`src/sbl_pkg.sv`:
```
package sbl_pkg;
   // start-up delay, in clock states
   localparam int unsigned STARTUP_STATES = 100;
   localparam logic [6:0] STARTUP_CYC = 7'(STARTUP_STATES);
   // start bit plus eight zero data bits
   localparam logic [3:0] LOW_BITS = 4'h9;
   localparam logic [3:0] FRAME_LAST = 4'h9;
   localparam logic [7:0] ZERO_BYTE = 8'h00;
   localparam logic [7:0] SYNC_REQ = 8'h55;
   localparam logic [7:0] SYNC_ACK = 8'hAA;
   localparam logic [7:0] ERASE_FAIL = 8'hFF;
   localparam logic [23:0] LOADER_BASE = 24'hFF8000;
   localparam logic [23:0] PROG_BASE = 24'hFF8800;
   localparam logic [23:0] PROG_LAST = 24'hFFBFFF;
   localparam logic [2:0] BOOT_MD_A = 3'h3;
   localparam logic [2:0] BOOT_MD_B = 3'h2;
   localparam logic [3:0] REG_STATUS = 4'h0;
   localparam logic [3:0] REG_BAUD = 4'h4;
   localparam logic [3:0] REG_SCR = 4'h8;
   localparam logic [3:0] REG_COUNT = 4'hC;
   localparam int SCR_RX_BIT = 0;
   localparam int SCR_TX_BIT = 1;
   localparam logic [15:0] BAUD_RST = 16'h0000;
   localparam logic [1:0] SCR_RST = 2'h0;
   localparam logic [1:0] SCR_LOADER = 2'h3;
   typedef enum logic [3:0] {
      S_STRAP, S_USER, S_WAIT, S_IDLE, S_ARM, S_MEAS, S_HAND, S_LENH,
      S_LENL, S_DATA, S_CHECK, S_ERASE, S_REPORT, S_HALT, S_RUN
   } sbl_state_t;
   typedef struct packed {
      logic read;
      logic write;
      logic [3:0] address;
      logic [31:0] writedata;
   } sbl_avs_req_t;
   typedef struct packed {
      logic blank;
      logic done;
      logic fail;
   } sbl_flash_st_t;
endpackage

```
`src/sbl_loader.sv`:
```
// Notes on behaviour
// - boot mode pins at reset release start the loader, else user run
// - host streams zero bytes; low time sets the baud divisor
// - frames are 8 data bits, one stop bit, no parity
// - about 100 clock states pass before low-time measuring starts
// - after rate match one zero byte goes to the host
// - a received 0x55 is answered with 0xAA
// - two length bytes, upper first, each echoed
// - N program bytes, each echoed and stored in order; code echoes but does not store those at counts 0x3800..0x77FF
// - program lands in FF8800..FFBFFF; FF8000..FF87FF stays loader's; code wraps counts from 0x7800 to 000000 upward and stores them there
// - non-blank flash is erased; 0xAA on success, 0xFF and halt on fail
// - after good erase check, branch to loaded program start
// - before branch clear serial enables, keep divisor, transmit line high
// - general registers are left undefined at the branch
// - watchdog overflow reset also ends boot mode
// - all interrupts blocked while flash is erased or programmed
// - matching guaranteed only for 19200/9600 bps at 8..25 MHz
//
// Implementation choices: the register addresses and register access over Avalon-MM.
module sbl_loader
   import sbl_pkg::*;
(
   // clock and reset
   input wire logic sys_clk_i,
   input wire logic rstn_i,
   // straps and watchdog
   input wire logic [2:0] mode_select_pins_i,
   input wire logic wdt_overflow_i,
   // serial channel
   input wire logic rxd_i,
   output logic txd_o,
   // avalon-mm slave
   input wire sbl_avs_req_t avs_req_i,
   output logic avs_waitrequest_o,
   output logic [31:0] avs_readdata_o,
   // program store
   output logic ram_we_o,
   output logic [23:0] ram_addr_o,
   output logic [7:0] ram_wdata_o,
   // flash control
   input wire sbl_flash_st_t flash_st_i,
   output logic flash_erase_req_o,
   output logic irq_block_o,
   // branch to loaded program
   output logic branch_o,
   output logic [23:0] branch_addr_o
);
   sbl_state_t state_reg;
   logic boot_reg;
   logic [6:0] wait_cnt_reg;
   logic [3:0] pre9_reg;
   logic [15:0] div_reg; // wide enough for slow hosts at fast clocks
   logic [1:0] scr_reg;
   logic [15:0] len_reg;
   logic [15:0] cnt_reg;
   logic q_go_reg;
   logic [7:0] q_data_reg;
   logic rx_busy_reg;
   logic [15:0] rx_tmr_reg;
   logic [3:0] rx_bit_reg;
   logic [7:0] rx_sh_reg;
   logic rx_done_reg;
   logic [7:0] rx_data_reg;
   logic tx_busy_reg;
   logic [15:0] tx_tmr_reg;
   logic [3:0] tx_bit_reg;
   logic [9:0] tx_sh_reg;
   logic tx_line_reg;
   logic tx_pend_reg;
   logic [7:0] tx_pend_data_reg;
   logic ack_reg;
   logic [31:0] rdata_reg;
   logic bus_req;
   logic bus_wr;
   logic tx_quiet;
   logic [23:0] store_addr;

   function automatic logic reg_hit(input logic [3:0] addr, input logic [3:0] off);
      reg_hit = (addr[3:2] == off[3:2]);
   endfunction

   function automatic logic [15:0] period_load(input logic [15:0] div);
      period_load = (div == 16'h0000) ? 16'h0000 : div - 16'h0001;
   endfunction

   assign bus_req = avs_req_i.read | avs_req_i.write;
   assign bus_wr = avs_req_i.write & ack_reg;
   assign avs_waitrequest_o = bus_req & ~ack_reg;
   assign avs_readdata_o = rdata_reg;
   assign txd_o = tx_line_reg;
   assign tx_quiet = ~tx_busy_reg & ~tx_pend_reg & ~q_go_reg;
   assign store_addr = PROG_BASE + {8'h00, cnt_reg};
   assign branch_addr_o = PROG_BASE;
   assign flash_erase_req_o = (state_reg == S_ERASE);
   // interrupts stay off for the whole loader run, erase included
   assign irq_block_o = boot_reg & (state_reg != S_RUN) & (state_reg != S_USER);
   // general registers are not touched; only control passes
   assign branch_o = (state_reg == S_RUN);

   // bus slave: one wait state, data ready at the accepting edge
   always_ff @(posedge sys_clk_i or negedge rstn_i)
   begin
      if (!rstn_i)
      begin
         ack_reg <= 1'b0;
         rdata_reg <= 32'h0000_0000;
      end
      else
      begin
         ack_reg <= bus_req & ~ack_reg;
         if (avs_req_i.read & ~ack_reg)
         begin
            if (reg_hit(avs_req_i.address, REG_STATUS))
               rdata_reg <= {26'h0, boot_reg, branch_o, state_reg};
            else if (reg_hit(avs_req_i.address, REG_BAUD))
               rdata_reg <= {16'h0000, div_reg};
            else if (reg_hit(avs_req_i.address, REG_SCR))
               rdata_reg <= {30'h0, scr_reg};
            else
               rdata_reg <= {len_reg, cnt_reg};
         end
      end
   end

   // loader sequence, baud divisor and serial control
   always_ff @(posedge sys_clk_i or negedge rstn_i)
   begin
      if (!rstn_i)
      begin
         state_reg <= S_STRAP;
         boot_reg <= 1'b0;
         wait_cnt_reg <= 7'h00;
         pre9_reg <= 4'h0;
         div_reg <= BAUD_RST;
         scr_reg <= SCR_RST;
         len_reg <= 16'h0000;
         cnt_reg <= 16'h0000;
         q_go_reg <= 1'b0;
         q_data_reg <= 8'h00;
         ram_we_o <= 1'b0;
         ram_addr_o <= 24'h000000;
         ram_wdata_o <= 8'h00;
      end
      else
      begin
         q_go_reg <= 1'b0;
         ram_we_o <= 1'b0;
         if (bus_wr && reg_hit(avs_req_i.address, REG_BAUD))
            div_reg <= avs_req_i.writedata[15:0];
         if (bus_wr && reg_hit(avs_req_i.address, REG_SCR))
            scr_reg <= avs_req_i.writedata[1:0];
         case (state_reg)
            S_STRAP:
            begin
               // pins caught after release, not under reset
               if ((mode_select_pins_i == BOOT_MD_A) || (mode_select_pins_i == BOOT_MD_B))
               begin
                  boot_reg <= 1'b1;
                  state_reg <= S_WAIT;
               end
               else
                  state_reg <= S_USER;
            end
            S_WAIT:
            begin
               wait_cnt_reg <= wait_cnt_reg + 7'h01;
               if (wait_cnt_reg == STARTUP_CYC - 7'h01)
                  state_reg <= S_IDLE;
            end
            S_IDLE:
               if (rxd_i)
                  state_reg <= S_ARM;
            S_ARM:
               if (!rxd_i)
               begin
                  pre9_reg <= 4'h1;
                  div_reg <= 16'h0000;
                  state_reg <= S_MEAS;
               end
            S_MEAS:
            begin
               // divide low time by nine on the fly, no divider needed
               if (pre9_reg == LOW_BITS - 4'h1)
               begin
                  pre9_reg <= 4'h0;
                  div_reg <= div_reg + 16'h0001;
               end
               else
                  pre9_reg <= pre9_reg + 4'h1;
               if (rxd_i)
               begin
                  if (div_reg == 16'h0000)
                     state_reg <= S_IDLE;
                  else
                  begin
                     scr_reg <= SCR_LOADER;
                     q_go_reg <= 1'b1;
                     q_data_reg <= ZERO_BYTE;
                     state_reg <= S_HAND;
                  end
               end
            end
            S_HAND:
               // leftover zero bytes are dropped until the request
               if (rx_done_reg && rx_data_reg == SYNC_REQ)
               begin
                  q_go_reg <= 1'b1;
                  q_data_reg <= SYNC_ACK;
                  state_reg <= S_LENH;
               end
            S_LENH:
               if (rx_done_reg)
               begin
                  len_reg[15:8] <= rx_data_reg;
                  q_go_reg <= 1'b1;
                  q_data_reg <= rx_data_reg;
                  state_reg <= S_LENL;
               end
            S_LENL:
               if (rx_done_reg)
               begin
                  len_reg[7:0] <= rx_data_reg;
                  q_go_reg <= 1'b1;
                  q_data_reg <= rx_data_reg;
                  cnt_reg <= 16'h0000;
                  if ({len_reg[15:8], rx_data_reg} == 16'h0000)
                     state_reg <= S_CHECK;
                  else
                     state_reg <= S_DATA;
               end
            S_DATA:
               if (rx_done_reg)
               begin
                  q_go_reg <= 1'b1;
                  q_data_reg <= rx_data_reg;
                  // bytes at counts 0x3800..0x77FF are echoed but not stored; from 0x7800 the address wraps to 000000 and they are stored
                  if (store_addr <= PROG_LAST)
                  begin
                     ram_we_o <= 1'b1;
                     ram_addr_o <= store_addr;
                     ram_wdata_o <= rx_data_reg;
                  end
                  cnt_reg <= cnt_reg + 16'h0001;
                  if (cnt_reg == len_reg - 16'h0001)
                     state_reg <= S_CHECK;
               end
            S_CHECK:
               if (tx_quiet)
               begin
                  if (flash_st_i.blank)
                  begin
                     q_go_reg <= 1'b1;
                     q_data_reg <= SYNC_ACK;
                     state_reg <= S_REPORT;
                  end
                  else
                     state_reg <= S_ERASE;
               end
            S_ERASE:
               if (flash_st_i.fail)
               begin
                  q_go_reg <= 1'b1;
                  q_data_reg <= ERASE_FAIL;
                  state_reg <= S_HALT;
               end
               else if (flash_st_i.done)
               begin
                  q_go_reg <= 1'b1;
                  q_data_reg <= SYNC_ACK;
                  state_reg <= S_REPORT;
               end
            S_REPORT:
               if (tx_quiet)
               begin
                  scr_reg <= SCR_RST;
                  state_reg <= S_RUN;
               end
            S_HALT, S_RUN, S_USER:
               state_reg <= state_reg;
            default:
               state_reg <= S_STRAP;
         endcase
         // overflow reset leaves boot mode for good
         if (wdt_overflow_i)
         begin
            boot_reg <= 1'b0;
            state_reg <= S_USER;
         end
      end
   end

   // receiver: start bit checked mid-bit, stop bit must be high
   always_ff @(posedge sys_clk_i or negedge rstn_i)
   begin
      if (!rstn_i)
      begin
         rx_busy_reg <= 1'b0;
         rx_tmr_reg <= 16'h0000;
         rx_bit_reg <= 4'h0;
         rx_sh_reg <= 8'h00;
         rx_done_reg <= 1'b0;
         rx_data_reg <= 8'h00;
      end
      else
      begin
         rx_done_reg <= 1'b0;
         if (!scr_reg[SCR_RX_BIT])
            rx_busy_reg <= 1'b0;
         else if (!rx_busy_reg)
         begin
            if (!rxd_i)
            begin
               rx_busy_reg <= 1'b1;
               rx_tmr_reg <= {1'b0, div_reg[15:1]};
               rx_bit_reg <= 4'h0;
            end
         end
         else if (rx_tmr_reg != 16'h0000)
            rx_tmr_reg <= rx_tmr_reg - 16'h0001;
         else
         begin
            rx_tmr_reg <= period_load(div_reg);
            rx_bit_reg <= rx_bit_reg + 4'h1;
            if (rx_bit_reg == 4'h0 && rxd_i)
               rx_busy_reg <= 1'b0;
            else if (rx_bit_reg == FRAME_LAST)
            begin
               rx_busy_reg <= 1'b0;
               rx_done_reg <= rxd_i;
               rx_data_reg <= rx_sh_reg;
            end
            else if (rx_bit_reg != 4'h0)
               rx_sh_reg <= {rxd_i, rx_sh_reg[7:1]};
         end
      end
   end

   // transmitter with one byte of pending echo
   always_ff @(posedge sys_clk_i or negedge rstn_i)
   begin
      if (!rstn_i)
      begin
         tx_busy_reg <= 1'b0;
         tx_tmr_reg <= 16'h0000;
         tx_bit_reg <= 4'h0;
         tx_sh_reg <= 10'h3FF;
         tx_line_reg <= 1'b1;
         tx_pend_reg <= 1'b0;
         tx_pend_data_reg <= 8'h00;
      end
      else
      begin
         if (!tx_busy_reg)
         begin
            tx_line_reg <= 1'b1;
            if (tx_pend_reg && scr_reg[SCR_TX_BIT])
            begin
               tx_pend_reg <= 1'b0;
               tx_busy_reg <= 1'b1;
               tx_sh_reg <= {1'b1, tx_pend_data_reg, 1'b0};
               tx_bit_reg <= 4'h0;
               tx_tmr_reg <= period_load(div_reg);
               tx_line_reg <= 1'b0;
            end
         end
         else if (tx_tmr_reg != 16'h0000)
            tx_tmr_reg <= tx_tmr_reg - 16'h0001;
         else if (tx_bit_reg == FRAME_LAST)
         begin
            tx_busy_reg <= 1'b0;
            tx_line_reg <= 1'b1;
         end
         else
         begin
            tx_tmr_reg <= period_load(div_reg);
            tx_bit_reg <= tx_bit_reg + 4'h1;
            tx_sh_reg <= {1'b1, tx_sh_reg[9:1]};
            tx_line_reg <= tx_sh_reg[1];
         end
         // new byte wins over the start that empties the slot
         if (q_go_reg)
         begin
            tx_pend_reg <= 1'b1;
            tx_pend_data_reg <= q_data_reg;
         end
      end
   end

   AST_STARTUP_WAIT: assert property (@(posedge sys_clk_i) disable iff (!rstn_i)
      (state_reg == S_WAIT) ##1 (state_reg == S_IDLE) |-> $past(wait_cnt_reg) == 7'd99)
      else $error("left start-up wait early");
   AST_ZERO_AFTER_MATCH: assert property (@(posedge sys_clk_i) disable iff (!rstn_i)
      (state_reg == S_MEAS) ##1 (state_reg == S_HAND) |-> q_go_reg && q_data_reg == 8'h00)
      else $error("no zero byte after rate match");
   AST_ACK_ON_REQ: assert property (@(posedge sys_clk_i) disable iff (!rstn_i)
      (state_reg == S_HAND && rx_done_reg && rx_data_reg == 8'h55 && !wdt_overflow_i)
      |=> q_go_reg && q_data_reg == 8'hAA ##1 tx_pend_reg)
      else $error("0x55 not answered with 0xAA");
   AST_ECHO_STORE: assert property (@(posedge sys_clk_i) disable iff (!rstn_i)
      (state_reg == S_DATA && rx_done_reg && cnt_reg == 16'h0000 && !wdt_overflow_i)
      |=> q_go_reg && q_data_reg == $past(rx_data_reg) && ram_we_o
      && ram_wdata_o == $past(rx_data_reg))
      else $error("data byte not echoed and stored");
   AST_RAM_WINDOW: assert property (@(posedge sys_clk_i) disable iff (!rstn_i)
      ram_we_o |-> ram_addr_o >= 24'hFF8800 && ram_addr_o <= 24'hFFBFFF)
      else $error("store outside program window");
   AST_ERASE_FAIL: assert property (@(posedge sys_clk_i) disable iff (!rstn_i)
      (state_reg == S_ERASE && flash_st_i.fail && !wdt_overflow_i)
      |=> state_reg == S_HALT && q_data_reg == 8'hFF ##1 state_reg == S_HALT)
      else $error("erase failure not reported");
   AST_IRQ_BLOCK: assert property (@(posedge sys_clk_i) disable iff (!rstn_i)
      flash_erase_req_o |-> irq_block_o)
      else $error("interrupts open during erase");
   AST_BRANCH_QUIET: assert property (@(posedge sys_clk_i) disable iff (!rstn_i)
      $rose(branch_o) |-> scr_reg == 2'h0 && txd_o && div_reg == $past(div_reg))
      else $error("serial not quiet at branch");
   AST_START_BIT: assert property (@(posedge sys_clk_i) disable iff (!rstn_i)
      $rose(tx_busy_reg) |-> !txd_o ##1 (tx_busy_reg || txd_o))
      else $error("frame did not open with start bit");
   AST_WDT_EXIT: assert property (@(posedge sys_clk_i) disable iff (!rstn_i)
      wdt_overflow_i |=> state_reg == S_USER && !boot_reg)
      else $error("watchdog did not end boot mode");
endmodule // sbl_loader

```
`config.mk`:
```
export PLATFORM = sky130hd
export DESIGN_NAME = sbl_loader
export DESIGN_NICKNAME = d
export VERILOG_FILES = /design/src/sbl_pkg.sv /design/src/sbl_loader.sv
export SDC_FILE = /design/constraint.sdc
export NUM_CORES = 1
export LEC_CHECK = 0
export BUFFER_PORTS_ARGS = -buffer_cell sky130_fd_sc_hd__clkbuf_2
export CAP_MARGIN = 20
export CORE_ASPECT_RATIO = 1.4
export CORE_MARGIN = 3
export CORE_UTILIZATION = 45
export CTS_CLUSTER_SIZE = 25
export DETAILED_ROUTE_END_ITERATION = 6
export GPL_TIMING_DRIVEN = 0
export MAX_ROUTING_LAYER = met4
export PLACE_DENSITY = 0.71
export SLEW_MARGIN = 10
export SYNTH_ARGS = -nofsm -noshare
export SYNTH_HDL_FRONTEND = slang
export SYNTH_SLANG_ARGS = --single-unit
```
`constraint.sdc`:
```
create_clock -name sys_clk_i -period 4.41 [get_ports sys_clk_i]
set_clock_uncertainty 0.15 [all_clocks]
set_input_delay 0.2205 -clock sys_clk_i [delete_from_list [all_inputs] [get_ports sys_clk_i]]
set_output_delay 0.2205 -clock sys_clk_i [all_outputs]
set_load 0.005 [all_outputs]
```
# Word level (Yosys, flattened, before mapping)

Index checks and enable logic that the tools add are counted.

Equality and inequality tests: 55
Add/sub/neg operators: 11
Reduce and logical (&&, ||, !) cells: 38
Magnitude comparators: 1
Bitwise operators: 15
Multiplexer cells: 102

Operators by type and width:

| cell                     | count |
|---|---|
| $mux W16                 | 13 |
| $mux W32                 | 3 |
| $mux W4                  | 23 |
| $mux W8                  | 8 |
| $pmux W16 S2             | 2 |
| $sub A16 B1 Y16 const B  | 4 |
| $pmux W4 S13             | 1 |
| $eq A4 B4 Y1 const B     | 10 |
| $mux W10                 | 4 |
| $pmux W8 S5              | 1 |
| $ne A3 B3 Y1 const B     | 13 |
| $mux W1                  | 36 |
| $add A16 B1 Y16 const B  | 2 |
| $logic_not A16 Y1        | 2 |
| $reduce_bool A16 Y1      | 2 |
| $ne A2 B2 Y1 const B     | 13 |
| $le A24 B24 Y1 const B   | 1 |
| $add A16 B17 Y18 const A | 1 |
| $eq A16 B16 Y1           | 1 |
| $eq A4 B3 Y1 const B     | 4 |
| $reduce_and A2 Y1        | 7 |
| $reduce_and A13 Y1       | 1 |
| $add A4 B1 Y4 const B    | 3 |
| $mux W2                  | 6 |
| 30 further kinds         | 61 |

Register bits: 220
Output and inout bits: 94
Input bits: 48
Logic and storage cells: 251

# Depth between registers and ports, before layout

Depth after elaboration: 6
Gate-level depth with buffers: 11
Depth with buffers taken out: 9

# Least setup slack after synthesis

Ideal clock, no wire load.

Path kind: flip-flop to flip-flop
From: register rx_tmr_reg[8]
To: register rx_data_reg[0]
Path slack: 1.632 ns
Period minus slack after synthesis: 2.778 ns
Arrival time: 2.503 ns
Required time: 4.135 ns
Setup time: 0.125 ns
Stages on the path, launching flop included: 9
Path buffers: 2
Cell sequence: dfrtp_1 or3_1 or4_4 or3_1 buf_6 nor2_8 and4_4 buf_12 mux2_4

Cells in the longest elaborated chain, start to end: 3

Ends and longest elaborated chain:

| element                     | line              | text |
|---|---|---|
| from (decl)                 | sbl_loader.sv:59  | `logic [15:0] rx_tmr_reg;` |
| from (signal assigned)      | sbl_loader.sv:314 | `rx_tmr_reg <= {1'b0, div_reg[15:1]};` |
| from (signal assigned)      | sbl_loader.sv:319 | `rx_tmr_reg <= rx_tmr_reg - 16'h0001;` |
| from (signal assigned)      | sbl_loader.sv:322 | `rx_tmr_reg <= period_load(div_reg);` |
| $reduce_bool A16 Y1         | sbl_loader.sv:318 | `else if (rx_tmr_reg != 16'h0000)` |
| $not A1 Y1 (no line)        | n/a               |  |
| $reduce_and A5 Y1 (no line) | n/a               |  |
| to (signal assigned)        | sbl_loader.sv:330 | `rx_data_reg <= rx_sh_reg;` |
| to (decl)                   | sbl_loader.sv:63  | `logic [7:0] rx_data_reg;` |

Every way passes these cells.
A chain may end at the register's enable or synchronous reset.

# Worst setup path in the final report

From: register div_reg[0]
To: register q_data_reg[2]

Cells in the longest elaborated chain, start to end: 3

Ends and longest elaborated chain:

| element                     | line              | text |
|---|---|---|
| from (decl)                 | sbl_loader.sv:52  | `logic [15:0] div_reg;` |
| from (signal assigned)      | sbl_loader.sv:149 | `div_reg <= avs_req_i.writedata[15:0];` |
| from (signal assigned)      | sbl_loader.sv:186 | `div_reg <= div_reg + 16'h0001;` |
| $logic_not A16 Y1           | sbl_loader.sv:192 | `if (div_reg == 16'h0000)` |
| $ne A2 B2 Y1 (no line)      | n/a               |  |
| $reduce_and A8 Y1 (no line) | n/a               |  |
| to (signal assigned)        | sbl_loader.sv:216 | `q_data_reg <= rx_data_reg;` |
| to (signal assigned)        | sbl_loader.sv:224 | `q_data_reg <= rx_data_reg;` |
| to (signal assigned)        | sbl_loader.sv:235 | `q_data_reg <= rx_data_reg;` |
| to (decl)                   | sbl_loader.sv:57  | `logic [7:0] q_data_reg;` |

Every way passes these cells.

==> results_dict.tcl <==
set metrics [dict create \
    status "completed" \
    rsz0062_at_grt "false" \
    fin_crit_sh 0.713 \
    die-area_sq_mm 0.0286 \
    overflow 0 \
    cts_buffers 22 \
    cpMaxStageDelayCell "dfrtp_1" \
    grt_max_degree 85 \
    place.port_buffers 98 \
    syn_to_final_growth_pct 16.8 \
    syn-instance-count 1270 \
    grt_pass1_wl_mm 53.3 \
    cts_tree "yes" \
    power_density_mw_per_mm2 444 \
    r2r_cells 10 \
    layout_setup_ws_ps 1260 \
    crit_path_end_kind "flip-flop" \
    antenna_found_initial 0 \
    htreeDepth 1 \
    synth_seq_cells 212 \
    rows 70 \
    yosysMostFrequentCell "dfrtp_1" \
    cp.required_ps 4630 \
    cp-start-kind "flip-flop" \
    final-hold-violation-count 0 \
    clock_latency_ps 520 \
    path_max_fanout 10 \
    yosys-top-cells-count "dfrtp_1, nand2_1, o21ai_0" \
    finalMaxSlewViolations 0 \
    synthesis.area_sq_mm 0.0120 \
    final.min_clock_period_ps 3150 \
    worst_pin_slew_ps 874 \
    p_leak_nw 6.46 \
    seqPwrFrac 0.419 \
    yosys-top-cells-area "dfrtp_1, o21ai_0, mux2_2" \
    first_global_vias 10041 \
    p_total_mw 6.21 \
    dr.pass1.iters 5 \
    critPathArrivalTime_ps 3370 \
    antenna_cells 0 \
    internal-power_mw 4.11 \
    pin_count 142 \
    setup_viol 0 \
    switchingPower_mw 2.10 \
    numClockSinks 212 \
    avgSynthCellArea_sq_um 9.43 \
    netlist.area_leader.share 0.424 \
    synthFlopType "dfrtp_1" \
    ant_nets 0 \
    maxCapViolations 0 \
    crit_family "simple AND/OR/NAND/NOR gates" \
    clk_path_buf_depth 3 \
    nets 1502 \
    hold-worst-slack_ps 74.1 \
    post_synth_num_cell_types 86 \
    critPathMaxStageDelay_ps 520 \
    synth_edf_count 0 \
    drcViolationCount 0 \
    seq_area_frac_synth 0.444 \
    path_buf_inv 3 \
    vias 10336 \
    cp_num_cells 10 \
    hpwl_mm 25.2 \
    clock-root-buffer "clkbuf_16" \
    crit_top_cell "clkbuf_1" \
    power_frac_clock 0.314 \
    swShare 0.338 \
    largest_register_ff_count 32 \
    wire_per_inst_um 18.9 \
    die_w_um 144 \
    gp_congestion 0.950 \
    post_drt_via_cell_ratio 5.82 \
    yosys.area.top_type "dfrtp_1" \
    tns_ps 0 \
    min_path_type "in2reg" \
    yosys_warnings 0 \
    path_cells "inv_1 -> ha_1 -> nor3b_1 -> and2_1 -> nand2_1 -> nand3_1 -> o311a_1 -> clkbuf_1 -> clkbuf_1 -> o21ai_0" \
    wl_mm 33.6 \
    drtIter0Drc 696 \
    power_frac_comb 0.267 \
    core-area_sq_mm 0.0262 \
    layout-drive-gt1-share 0.170 \
    die-height_um 199 \
    irDropWorstVdd_v 0.000211 \
    post_cts_buffers 0 \
    max_slew_margin 0.413 \
    clkTransAtPathRegs_ps 60 \
    crit_type "reg2reg" \
    synth_async_sr_flop_share 1.00 \
    timing.fmax_ghz 0.318 \
    place_ws_ps 1260 \
    grt_use_total 0.238 \
    start_util 0.457 \
    holdPathStages 3 \
]
worst paths after layout:
check / to / slack (ps) / startpoint
worst max-delay path: q_data_reg[2] / 1260 / div_reg[0]
worst min-delay path: avs_readdata_o[0] / 70 / avs_req_i[35]
worst max register to register: q_data_reg[2] / 1260 / div_reg[0]
worst min register to register: tx_sh_reg[8] / 320 / tx_sh_reg[8]
max in group asynchronous: tx_tmr_reg[6] / 2850 / rstn_i
min in group asynchronous: avs_readdata_o[25] / 160 / rstn_i
area by class of cell:
class / instances / area (sq um)
Multi-Input combinational cell: 937 / 6070
Fill cell: 2397 / 12200
Inverter: 31 / 116
Buffer: 112 / 562
Clock inverter: 10 / 128
Sequential cell: 212 / 5320
Clock buffer: 29 / 628
Timing Repair Buffer: 121 / 764
Tap cell: 324 / 405
worst min-delay path, stage by stage:
cell and delay (ps):
clkbuf_2 160, mux4_2 200, mux2_2 130
through the flow:
stage / cell area, sq um / cells / util
floorplan: 12100 / 1292 / -
global placement: 13000 / 1714 / 0.495
detailed placement: 13000 / 1716 / 0.497
CTS: 14000 / 1776 / 0.534
global route: 14000 / 1776 / 0.534
finish: 14000 / 1776 / 0.534
power groups by stage:
stage | combinational [mW] | sequential (mW) | clock (mW)
after floorplan | 1.17 | 2.54 | 0
after global placement | 1.58 | 2.62 | 0
after detailed placement | 1.63 | 2.63 | 0
after CTS | 1.65 | 2.59 | 1.99
after global routing | 1.85 | 2.65 | 2.07
final | 1.65 | 2.60 | 1.95
kinds of logic after synthesis:
kind of cell	count (synthesis)	synth area share
buf+inv	143	0.0566
compound gates	309	0.167
fa+ha+maj	17	0.0178
other cells	2	0.000627
flops	212	0.444
simple gates	437	0.184
mux	96	0.0911
xor+xnor	54	0.0395
layer usage:
metal  vias up  share of wire  GRT usage
li1       4872              -          -
met1      5022           0.39      0.274
met2       343           0.51      0.412
met3        99          0.048     0.0257
met4         0          0.053      0.112
met5         -              0          -
cell usage in the layout (no fill, tap or decap), types with 34 or more instances in the layout:
cell	Yosys	final
clkbuf_1	69	72
nor3_1	39	39
clkbuf_2	1	98
a21oi_1	51	51
dfrtp_1	203	203
nand2_1	127	127
mux2i_1	34	34
mux2_2	44	44
o21ai_0	114	114
nor2_1	101	101
nand3_1	35	35
timing repair:
| action | CTS | global route |
|---|---|---|
| resized for setup | 0 | 0 |
| hold buffers | 21 | 0 |
| hold endpoints to repair | 97 | 0 |
(Power assumes the default switching activity.)
